### src/include/icr_defines.vh
`ifndef ICR_DEFINES_VH
`define ICR_DEFINES_VH

// ****************************************************************
// register byte offsets
// ****************************************************************
`define ICR_A_NM_PRIMARY   12'h000
`define ICR_A_NM_MIRROR    12'h004
`define ICR_A_NM_PINCTL    12'h008
`define ICR_A_VECTOR       12'h00c
`define ICR_A_MASK_LO      12'h010
`define ICR_A_MASK_HI      12'h014
`define ICR_A_RAW_LO       12'h018
`define ICR_A_RAW_HI       12'h01c
`define ICR_A_TEST_LO      12'h020
`define ICR_A_TEST_HI      12'h024
`define ICR_A_DEBUG        12'h028
`define ICR_A_PSW          12'h02c
`define ICR_A_BASE         12'h030
`define ICR_A_ISP          12'h034

// ****************************************************************
// field positions
// ****************************************************************
`define ICR_PC_ARM         0
`define ICR_PC_PIN         1
`define ICR_PC_LOCK        2
`define ICR_PC_TST         3
`define ICR_PSW_E          9
`define ICR_PSW_I          11
`define ICR_NM_EXT         0

// ****************************************************************
// reset values and masks
// ****************************************************************
`define ICR_MASK_RST       16'hffff
`define ICR_TEST_RST       16'h0000
`define ICR_DBG_RST        16'h0000
`define ICR_PSW_RST        16'h0200
`define ICR_ADDR_MASK      21'h00fffe
`define ICR_ADDR_RST       21'h000000
`define ICR_ISP_STEP       21'h000002
`define ICR_VEC_NONE       6'h00
`define ICR_ZERO32         32'h00000000

`endif

### src/design/icr_top.v
// The APB slave port and the address map were decided locally.
`timescale 1ns/1ps
`include "icr_defines.vh"
// How it works
// mirror register reads the primary status without clearing it
// arm bit set: pin falling edge traps, trap clears arm bit
// lock bit set: every falling edge traps, arm bit ignored
// lock bit only cleared by reset, software writes cannot clear it
// pin bit reads present pin level, writes to it are dropped
// reset clears arm, lock and test-enable bits
// software writes zero to reserved control bits
// test-enable acts only while factory test mode input is high
// test active: sources replaced by two test registers, reset zero
// vector register follows highest enabled pending request
// vector register read-only, six-bit code, bits 7 and 6 zero
// vector is registered, stable whenever the core reads it
// higher request number wins, request 31 highest
// vector code is the binary request number selected
// mask bits enable when one, both masks reset to all ones
// request 0 unconnected unless test feature is active
// raw status shows request levels regardless of masks
// debug captures vector on vector read and on request to core
// maskable request passes only when local and global enables set
// reset sets local enable, clears global enable
// entry pushes status word, clears global; return restores it
// unmask/mask-off inputs set/clear local enable in one step
// dispatch base 21 bits, top five and bit zero held zero
// software keeps dispatch table at even address in program memory
// stack pointer steps on entry and return, lsb and top bits zero
// primary status set by trap, cleared on reset and on read
module icr_top (
    input  wire        core_clk_i,       // system clock
    input  wire        rst_n_i,          // synchronous reset, low
    input  wire        psel_i,           // apb select
    input  wire        penable_i,        // apb enable
    input  wire        pwrite_i,         // apb direction
    input  wire [11:0] paddr_i,          // apb byte address
    input  wire [31:0] pwdata_i,         // apb write data
    output wire [31:0] prdata_o,         // apb read data
    output wire        pready_o,         // apb ready
    output wire        pslverr_o,        // apb error, unmapped
    input  wire        nmi_pin_i,        // non-maskable pin level
    input  wire [31:0] irq_i,            // maskable request levels
    input  wire        factory_test_i,   // factory test mode
    input  wire        intr_entry_i,     // core takes an interrupt
    input  wire        exc_return_i,     // exception return executed
    input  wire [15:0] restore_psw_i,    // status word popped on return
    input  wire        unmask_i,         // unmask instruction
    input  wire        mask_off_i,       // mask-off instruction
    output wire        nmi_trap_o,       // trap pulse to core
    output wire        irq_req_o,        // maskable request to core
    output wire [5:0]  vector_o,         // vector code to core
    output wire [15:0] psw_o,            // processor status word
    output wire [15:0] pushed_psw_o,     // status word stacked on entry
    output wire [20:0] isp_o,            // interrupt stack pointer
    output wire [20:0] base_o            // dispatch table base
);

// ****************************************************************
// state
// ****************************************************************
reg        pready_r;
reg        pslverr_r;
reg [31:0] prdata_r;
reg        nmi_prev_r;
reg        arm_r;
reg        lock_r;
reg        tst_r;
reg        nm_ext_r;
reg        trap_r;
wire [15:0] mask_lo_r;
wire [15:0] mask_hi_r;
wire [15:0] test_lo_r;
wire [15:0] test_hi_r;
reg [31:0] raw_r;
reg [5:0]  vector_r;
reg        pend_r;
reg        irq_req_r;
reg [5:0]  dbg_read_r;
reg [5:0]  dbg_send_r;
reg [15:0] psw_r;
reg [15:0] pushed_r;
reg [20:0] isp_r;
reg [20:0] base_r;

// ****************************************************************
// bus decode
// ****************************************************************
wire acc_go   = psel_i & penable_i & ~pready_r;
wire acc_done = psel_i & penable_i & pready_r;
wire wr_done  = acc_done & pwrite_i;
wire rd_done  = acc_done & ~pwrite_i;

reg [31:0] rdata_nxt;
reg        hit_nxt;
always @* begin
    rdata_nxt = `ICR_ZERO32;
    hit_nxt   = 1'b1;
    case (paddr_i)
        `ICR_A_NM_PRIMARY: rdata_nxt[`ICR_NM_EXT] = nm_ext_r;
        `ICR_A_NM_MIRROR:  rdata_nxt[`ICR_NM_EXT] = nm_ext_r;
        `ICR_A_NM_PINCTL: begin
            rdata_nxt[`ICR_PC_ARM]  = arm_r;
            rdata_nxt[`ICR_PC_PIN]  = nmi_pin_i;
            rdata_nxt[`ICR_PC_LOCK] = lock_r;
            rdata_nxt[`ICR_PC_TST]  = tst_r;
        end
        `ICR_A_VECTOR:  rdata_nxt[5:0]  = vector_r;
        `ICR_A_MASK_LO: rdata_nxt[15:0] = mask_lo_r;
        `ICR_A_MASK_HI: rdata_nxt[15:0] = mask_hi_r;
        `ICR_A_RAW_LO:  rdata_nxt[15:0] = raw_r[15:0];
        `ICR_A_RAW_HI:  rdata_nxt[15:0] = raw_r[31:16];
        `ICR_A_TEST_LO: rdata_nxt = `ICR_ZERO32;
        `ICR_A_TEST_HI: rdata_nxt = `ICR_ZERO32;
        `ICR_A_DEBUG:   rdata_nxt[11:0] = {dbg_send_r, dbg_read_r};
        `ICR_A_PSW:     rdata_nxt[15:0] = psw_r;
        `ICR_A_BASE:    rdata_nxt[20:0] = base_r;
        `ICR_A_ISP:     rdata_nxt[20:0] = isp_r;
        default:        hit_nxt = 1'b0;
    endcase
end

// answer one cycle into the access phase
always @(posedge core_clk_i) begin
    if (!rst_n_i) begin
        pready_r  <= 1'b0;
        pslverr_r <= 1'b0;
        prdata_r  <= `ICR_ZERO32;
    end else begin
        pready_r  <= acc_go;
        pslverr_r <= acc_go & ~hit_nxt;
        if (acc_go & ~pwrite_i)
            prdata_r <= rdata_nxt;
    end
end

// ****************************************************************
// non-maskable trap
// ****************************************************************
wire pin_fall = nmi_prev_r & ~nmi_pin_i;
wire trap_now = pin_fall & (lock_r | arm_r);
wire pc_wr    = wr_done & (paddr_i == `ICR_A_NM_PINCTL);

always @(posedge core_clk_i) begin
    if (!rst_n_i) begin
        nmi_prev_r <= 1'b1;
        arm_r      <= 1'b0;
        lock_r     <= 1'b0;
        tst_r      <= 1'b0;
        nm_ext_r   <= 1'b0;
        trap_r     <= 1'b0;
    end else begin
        nmi_prev_r <= nmi_pin_i;
        trap_r     <= trap_now;
        // a software set of the arm bit wins over the trap clear
        if (pc_wr)
            arm_r <= pwdata_i[`ICR_PC_ARM];
        else if (trap_now)
            arm_r <= 1'b0;
        if (pc_wr) begin
            lock_r <= lock_r | pwdata_i[`ICR_PC_LOCK];
            tst_r  <= pwdata_i[`ICR_PC_TST];
        end
        // set wins over clear-on-read
        if (trap_now)
            nm_ext_r <= 1'b1;
        else if (rd_done & (paddr_i == `ICR_A_NM_PRIMARY))
            nm_ext_r <= 1'b0;
    end
end

// ****************************************************************
// maskable sources, priority and vector
// ****************************************************************
wire        test_on = tst_r & factory_test_i;
wire [31:0] src_nxt = test_on ? {test_hi_r, test_lo_r}
                              : {irq_i[31:1], 1'b0};
wire [31:0] pend    = raw_r & {mask_hi_r, mask_lo_r};

reg [5:0] vec_nxt;
reg       any_nxt;
integer   k;
always @* begin
    vec_nxt = `ICR_VEC_NONE;
    any_nxt = 1'b0;
    for (k = 0; k < 32; k = k + 1) begin
        if (pend[k]) begin
            vec_nxt = k[5:0];
            any_nxt = 1'b1;
        end
    end
end

wire enables_on = psw_r[`ICR_PSW_E] & psw_r[`ICR_PSW_I];
// request drops at once when the core takes it, so it is not taken twice
wire send_ok    = pend_r & enables_on & ~intr_entry_i;

always @(posedge core_clk_i) begin
    if (!rst_n_i) begin
        raw_r      <= `ICR_ZERO32;
        vector_r   <= `ICR_VEC_NONE;
        pend_r     <= 1'b0;
        irq_req_r  <= 1'b0;
    end else begin
        raw_r     <= src_nxt;
        vector_r  <= vec_nxt;
        pend_r    <= any_nxt;
        irq_req_r <= send_ok;
    end
end

// ****************************************************************
// mask and test words
// ****************************************************************
icr_word_reg #(
    .RST_VAL (`ICR_MASK_RST),
    .ADDR    (`ICR_A_MASK_LO)
) mask_lo_u (
    .core_clk_i (core_clk_i),
    .rst_n_i    (rst_n_i),
    .wr_i       (wr_done),
    .paddr_i    (paddr_i),
    .wdata_i    (pwdata_i[15:0]),
    .q_o        (mask_lo_r)
);

icr_word_reg #(
    .RST_VAL (`ICR_MASK_RST),
    .ADDR    (`ICR_A_MASK_HI)
) mask_hi_u (
    .core_clk_i (core_clk_i),
    .rst_n_i    (rst_n_i),
    .wr_i       (wr_done),
    .paddr_i    (paddr_i),
    .wdata_i    (pwdata_i[15:0]),
    .q_o        (mask_hi_r)
);

icr_word_reg #(
    .RST_VAL (`ICR_TEST_RST),
    .ADDR    (`ICR_A_TEST_LO)
) test_lo_u (
    .core_clk_i (core_clk_i),
    .rst_n_i    (rst_n_i),
    .wr_i       (wr_done),
    .paddr_i    (paddr_i),
    .wdata_i    (pwdata_i[15:0]),
    .q_o        (test_lo_r)
);

icr_word_reg #(
    .RST_VAL (`ICR_TEST_RST),
    .ADDR    (`ICR_A_TEST_HI)
) test_hi_u (
    .core_clk_i (core_clk_i),
    .rst_n_i    (rst_n_i),
    .wr_i       (wr_done),
    .paddr_i    (paddr_i),
    .wdata_i    (pwdata_i[15:0]),
    .q_o        (test_hi_r)
);

// ****************************************************************
// vector debug capture
// ****************************************************************
// the send slot is the cycle in which the request line rises
always @(posedge core_clk_i) begin
    if (!rst_n_i) begin
        dbg_read_r <= `ICR_VEC_NONE;
        dbg_send_r <= `ICR_VEC_NONE;
    end else begin
        if (rd_done & (paddr_i == `ICR_A_VECTOR))
            dbg_read_r <= vector_r;
        if (send_ok & ~irq_req_r)
            dbg_send_r <= vector_r;
    end
end

// ****************************************************************
// core status word, dispatch base, stack pointer
// ****************************************************************
always @(posedge core_clk_i) begin
    if (!rst_n_i) begin
        psw_r    <= `ICR_PSW_RST;
        pushed_r <= `ICR_PSW_RST;
        isp_r    <= `ICR_ADDR_RST;
        base_r   <= `ICR_ADDR_RST;
    end else begin
        if (intr_entry_i) begin
            pushed_r           <= psw_r;
            psw_r[`ICR_PSW_I]  <= 1'b0;
            isp_r <= (isp_r - `ICR_ISP_STEP) & `ICR_ADDR_MASK;
        end else if (exc_return_i) begin
            psw_r <= restore_psw_i;
            isp_r <= (isp_r + `ICR_ISP_STEP) & `ICR_ADDR_MASK;
        end else if (unmask_i) begin
            psw_r[`ICR_PSW_E] <= 1'b1;
        end else if (mask_off_i) begin
            psw_r[`ICR_PSW_E] <= 1'b0;
        end else if (wr_done & (paddr_i == `ICR_A_PSW)) begin
            psw_r <= pwdata_i[15:0];
        end else if (wr_done & (paddr_i == `ICR_A_ISP)) begin
            isp_r <= pwdata_i[20:0] & `ICR_ADDR_MASK;
        end
        if (wr_done & (paddr_i == `ICR_A_BASE))
            base_r <= pwdata_i[20:0] & `ICR_ADDR_MASK;
    end
end

// ****************************************************************
// outputs
// ****************************************************************
assign prdata_o     = prdata_r;
assign pready_o     = pready_r;
assign pslverr_o    = pslverr_r;
assign nmi_trap_o   = trap_r;
assign irq_req_o    = irq_req_r;
assign vector_o     = vector_r;
assign psw_o        = psw_r;
assign pushed_psw_o = pushed_r;
assign isp_o        = isp_r;
assign base_o       = base_r;

endmodule // icr_top

// ****************************************************************
// one software-written register word
// ****************************************************************
module icr_word_reg #(
    parameter [15:0] RST_VAL = `ICR_TEST_RST,  // value after reset
    parameter [11:0] ADDR    = `ICR_A_TEST_LO  // byte address
) (
    input  wire        core_clk_i,   // system clock
    input  wire        rst_n_i,      // synchronous reset, low
    input  wire        wr_i,         // completed apb write
    input  wire [11:0] paddr_i,      // apb byte address
    input  wire [15:0] wdata_i,      // low half of write data
    output reg  [15:0] q_o           // register contents
);

always @(posedge core_clk_i) begin
    if (!rst_n_i) begin
        q_o <= RST_VAL;
    end else if (wr_i & (paddr_i == ADDR)) begin
        q_o <= wdata_i;
    end
end

endmodule // icr_word_reg

### config.mk
export PLATFORM = sky130hd
export DESIGN_NAME = icr_top
export DESIGN_NICKNAME = d
export VERILOG_FILES = /design/src/design/icr_top.v
export VERILOG_INCLUDE_DIRS = /design/src /design/src/include
export SDC_FILE = /design/constraint.sdc
export NUM_CORES = 1
export LEC_CHECK = 0
export ABC_AREA = 1
export BUFFER_PORTS_ARGS = -buffer_cell sky130_fd_sc_hd__buf_2
export CAP_MARGIN = 10
export CORE_MARGIN = 1
export CORE_UTILIZATION = 59
export CTS_CLUSTER_DIAMETER = 120
export DETAILED_ROUTE_END_ITERATION = 10
export PLACE_DENSITY = 0.85
export SLEW_MARGIN = 20
export SYNTH_ARGS = -nofsm -noshare
export SYNTH_HDL_FRONTEND = slang
export SYNTH_HIERARCHICAL = 1
export SYNTH_SLANG_ARGS = --single-unit
export TNS_END_PERCENT = 20
### constraint.sdc
create_clock -name core_clk_i -period 4.6 [get_ports core_clk_i]
set_input_delay 0.23 -clock core_clk_i [delete_from_list [all_inputs] [get_ports core_clk_i]]
set_output_delay 0.23 -clock core_clk_i [all_outputs]
set_load 0.02 [all_outputs]
======== After elaboration in Yosys (flattened, before gate mapping) ========
Index checks and enable logic that the tools add are counted.
cells by class
  add/sub/neg operators ................... 2
  $mul .................................... 0
  bitwise gates (word level) .............. 34
  div/mod/pow operators ................... 0
  shift-type cells ........................ 0
  reductions and logical operators ........ 15
  multiplexer cells ....................... 88
  magnitude comparators ................... 0
  equality and inequality tests ........... 18
operators by type and width
  operator                                            number
  two-way mux 5 bit                                   30
  two-way mux 16 bit                                  8
  == test 12 x 6 -> 1 bit, second input constant      6
  == test 12 x 5 -> 1 bit, second input constant      4
  case mux 6 bit (8 select lines)                     1
  two-way mux 1 bit                                   40
  AND 32 bit                                          1
  two-way mux 32 bit                                  1
  OR reduction 31 bit                                 1
  case mux 3 bit (10 select lines)                    1
  case mux 4 bit (7 select lines)                     1
  AND 1 bit                                           24
  == test 12 x 4 -> 1 bit, second input constant      2
  two-way mux 9 bit                                   2
  case mux 2 bit (9 select lines)                     1
  adder 16 x 2 -> 16 bit, second input constant       1
  subtractor 16 x 2 -> 16 bit, second input constant  1
  OR reduction 14 bit                                 1
  == test 12 x 3 -> 1 bit, second input constant      1
  logical NOT 12 bit                                  1
  two-way mux 6 bit                                   2
  inequality test 3 bit, second input constant        3
  case mux 1 bit (9 select lines)                     1
  AND reduction 4 bit                                 2
  other kinds (9)                                     21
word-level totals
  output and inout port bits .............. 116
  word-level logic and storage cells ...... 184
  bits in writable memories ............... 0
  bits in latches ......................... 0
  flip-flop bits (word level) ............. 202
  memories ................................ 0
  input port bits ......................... 103
  memory bits (read-only) ................. 0

======== Depth between registers and ports, before layout ========
  depth in word-level cells ............... 33
  mapped depth ............................ 32
  gate-level depth less buffers ........... 32

======== By module ========
Netlist, hierarchy kept.
by module, submodules not included
  module                     seq. area each (µm²)  times used  area each (µm²)  cells each
  icr_top                    2702.6                1           7216.9           1057
  icr_word_reg at test_lo_u  320.3                 1           858.3            124
  icr_word_reg at test_hi_u  320.3                 1           842.1            126
  icr_word_reg at mask_hi_u  320.3                 1           699.4            82
  icr_word_reg at mask_lo_u  320.3                 1           668.1            83

======== Worst setup path after synthesis ========
OpenSTA, ideal clock, no wires.
  path type ............................... register -> register
  start ................................... register isp_r[1] (netlist: isp_o[1])
  end ..................................... register isp_r[15] (netlist: isp_o[15])
  arrival time ............................ 1.985 ns
  clock period less this slack ............ 2.043 ns
  required time ........................... 4.542 ns
  setup time .............................. 0.058 ns
  setup slack ............................. 2.557 ns
  stages on the path, launching flop included .. 16
  buffers on the path ..................... 0
  cell sequence ........................... dfxtp_1 ha_1 nand2_1 nor2_1 inv_1 nor2_1 nand2_1 nor2_1 nand2_1 nor3_2 a21oi_1 o31ai_1 nand2_1 nand3_1 o211ai_1 inv_1
between the ends
  cells in the longest elaborated chain, start to end .. 3
  elaborated cells on any way between the ends .. 4
  those cells by class .................... 2 x add/sub; 2 x mux
RTL lines
  what                              RTL line       text
  from (decl)                       icr_top.v:83   reg [20:0] isp_r;
  from (signal assigned)            icr_top.v:286  isp_r <= `ICR_ADDR_RST;
  from (signal assigned)            icr_top.v:292  isp_r <= (isp_r - `ICR_ISP_STEP) & `ICR_ADDR_MASK;
  from (signal assigned)            icr_top.v:295  isp_r <= (isp_r + `ICR_ISP_STEP) & `ICR_ADDR_MASK;
  adder 16 x 2 -> 16 bit (no line)  --
  two-way mux 16 bit                icr_top.v:293  end else if (exc_return_i) begin
  two-way mux 16 bit *              icr_top.v:289  if (intr_entry_i) begin
Every way passes the cells marked *; elsewhere a longest branch is shown, timed or not.
A chain may end at the register's enable or synchronous reset.

======== Worst setup path in the final report ========
  start ................................... register pready_r (netlist: pready_o)
  end ..................................... register base_r[2] (netlist: base_o[2])
between the ends
  cells in the longest elaborated chain, start to end .. 3
RTL lines
  what                    RTL line       text
  from (decl)             icr_top.v:62   reg pready_r;
  from (signal assigned)  icr_top.v:130  pready_r <= acc_go;
  AND 1 bit               icr_top.v:90   wire acc_done = psel_i & penable_i & pready_r;
  AND 1 bit               icr_top.v:91   wire wr_done = acc_done & pwrite_i;
  via wr_done             icr_top.v:91
  AND 1 bit               icr_top.v:305  if (wr_done & (paddr_i == `ICR_A_BASE))
  to (signal assigned)    icr_top.v:287  base_r <= `ICR_ADDR_RST;
  to (signal assigned)    icr_top.v:306  base_r <= pwdata_i[20:0] & `ICR_ADDR_MASK;
  to (decl)               icr_top.v:84   reg [20:0] base_r;
The timed path passes the listed nets, and every way through them passes these cells.

==> flow_metrics.py <==
metrics = {
    "yosys": {
        "synthFlopType": "dfxtp_1",
        "syn_area_um2": 10300,
        "synth_compound_area_frac": 0.183,
        "synth_mux_area_frac": 0,
        "synthAdderAreaFrac": 0.00243,
        "synthSimpleGateAreaFrac": 0.294,
        "async_reset_ff_frac": 0,
        "synth_cell_types": 50,
        "synthCells": 1472,
        "yosys_warnings": 6,
        "ys_ff_latch": 199,
        "syn_avg_cell_area_um2": 6.99,
        "ys_seq_area_frac": 0.387,
        "synth-edff-count": 0,
        "synthXorXnorAreaFrac": 0.00681,
        "synth_top_family_by_area": "simple AND/OR/NAND/NOR gates",
    },
    "worst_setup_path": {
        "worstPathMaxFanout": 30,
        "critPathLaunchType": "flop",
        "slowest_delay_ns": 1.01,
        "worst_path_max_delay_cell": "nand3_1",
        "crit_required_ns": 4.95,
        "path_common_cell": "nand3_1",
        "worstSetupPathType": "flop to flop",
        "path_cells": "nand3_1 > nor2_1 > nand3_1 > a211oi_1",
        "arrival_ns": 3.18,
        "endpoint_kind": "flop",
    },
    "global_routing": {
        "overflow": 0,
        "grt_pass1_wl_mm": 50.0,
        "grt_max_degree": 91,
        "grt_pass1_vias": 9546,
        "grt.total_usage": 0.359,
        "antenna_found_initial": 0,
    },
    "finish": {
        "nets": 1700,
        "layout_common_cells": "nand2_1 (255), nor2_1 (217), dfxtp_1 (199)",
        "layout_commonest_cell": "nand2_1",
        "fin_util": 0.687,
        "nFillCells": 1411,
        "area_growth_pct": 12.3,
        "drive_gt1_frac": 0.169,
        "antennaDiodeCount": 0,
    },
    "routing": {
        "detail_route.iter0.violations": 1378,
        "vias": 10600,
        "drt-total-wl_mm": 32.0,
        "drt-wirelength-per-cell_um": 17.5,
        "vias_per_cell": 5.82,
        "antenna_left": 0,
        "drt-pass1-iter-count": 7,
        "drc": 0,
    },
    "floorplan": {
        "fp.dieArea_um2": 18000,
        "pin_count": 219,
        "start_util": 0.612,
        "core_um2": 16800,
        "die_height_um": 134,
        "fp.dieW_um": 134,
        "rows": 47,
    },
    "sta": {
        "setup_violations": 0,
        "fin_crit_ns": 2.83,
        "fin_crit_sh": 0.615,
        "hold_viol_final": 0,
        "hold_ws_ns": 0.00745,
        "fin_skew_ns": 0.0119,
        "final.setup.worst_slack_ns": 1.77,
        "fmax_mhz": 353,
        "tightest_slew_ns": 1.04,
        "setup-tns-final_ns": 0,
        "slew_viol_final": 0,
        "rsz0062_at_grt": "false",
        "max_slew_margin": 0.301,
    },
    "cts": {
        "post-cts-setup-buffer-count": 0,
        "cts_resized": 0,
        "h-tree-depth": 4,
        "cts_sinks": 199,
        "clock_latency_ns": 0.45,
        "clock_path_buffers": 2,
        "cts_buffers": 17,
        "cts_tree": "yes",
        "clk_pin_slew_ns": 0.07,
        "clockRootBuffer": "clkbuf_16",
        "holdBufCountCts": 0,
    },
    "power_and_ir_drop": {
        "powerDensity_nw_per_um2": 331,
        "total_power_w": 0.00383,
        "p_leak_nw": 5.27,
        "peakVddDrop_v": 0.000289,
    },
    "worst_hold_path": {
        "hold_class": "input pin to flop",
    },
    "status": {
        "status": "completed",
    },
    "placement": {
        "gp_congestion": 1.00,
        "io_buffers": 172,
        "dp_slack_ns": 1.63,
        "dp_hpwl_mm": 22.8,
    },
    "run": {
        "max_cap_viol_count": 0,
    },
}
## per-layer routing
metal	GRT usage	vias up	wire length, µm
li1	-	5035	-
met1	0.460	4817	12300
met2	0.571	669	14400
met3	0.0593	119	3470
met4	0.214	0	1790
met5	0	-	0
## synthesized netlist by cell type, types with 11 or more instances
cell,count,share of area
a211oi_1,20,0.015
a21oi_1,101,0.049
a31oi_1,12,0.0073
buf_4,32,0.023
clkbuf_1,48,0.018
dfxtp_1,199,0.39
inv_1,167,0.061
inv_2,12,0.0044
nand2_1,255,0.093
nand3_1,125,0.061
nor2_1,217,0.079
nor2_4,11,0.012
o21ai_0,86,0.042
o22ai_1,44,0.027
## area by class of cell
class / count / area [µm²] / share of cell area
clock buffer: 18 / 429 / 0.0371
clock inverter: 14 / 164 / 0.0142
inverter: 181 / 679 / 0.0588
multi-input combinational: 1018 / 5110 / 0.443
sequential: 199 / 3980 / 0.345
tap: 220 / 275 / 0.0238
timing repair buffer: 178 / 908 / 0.0786
## power breakdown
part / leakage, nW / total [W] / switching, W / internal [W]
Combinational: 3.36 / 0.000504 / 0.000355 / 0.000149
Clock: 0.286 / 0.00150 / 0.000724 / 0.000772
Sequential: 1.63 / 0.00183 / 0.0000549 / 0.00177
## cells by family after synthesis
kind of cell | Yosys count
AOI/OAI and AO/OA | 313
xor gates and xnor gates | 8
adders and majority gates | 2
buffers and inverters | 283
DFF | 199
other | 1
and+or+nand+nor | 666
## flip-flops by register name (all words and copies together) (netlist names), 16 cells and up
register and cells:
mask_lo_u/q_o 16, pushed_psw_o 16, mask_hi_u/q_o 16, test_hi_u/q_o 16, test_lo_u/q_o 16, raw_r 32
psw_o 16, prdata_o 16
## worst max-delay path, delay by kind of cell (launching register included)
family | cells | cell delay, ns
AND/OR/NAND/NOR | 3 | 1.91
flip-flops | 1 | 0.34
AO/OA/AOI/OAI | 1 | 0.49
## through the flow
stage	cells	area, µm²
2_1_floorplan	1500	10400
3_3_place_gp	1796	11000
3_5_place_dp	1796	11000
4_1_cts	1828	11600
5_1_grt	1828	11600
6_report	1828	11600
## worst paths after layout
path / endpoint / cells after the start / from / slack [ns]
setup / recovery: base_o[2] / 4 / pready_o / 1.77
hold / removal: raw_r[6] / 3 / irq_i[6] / 0.007
setup reg to reg: base_o[2] / 4 / pready_o / 1.77
hold reg to reg: dbg_read_r[0] / 2 / dbg_read_r[0] / 0.46
(Power assumes the default switching activity.)
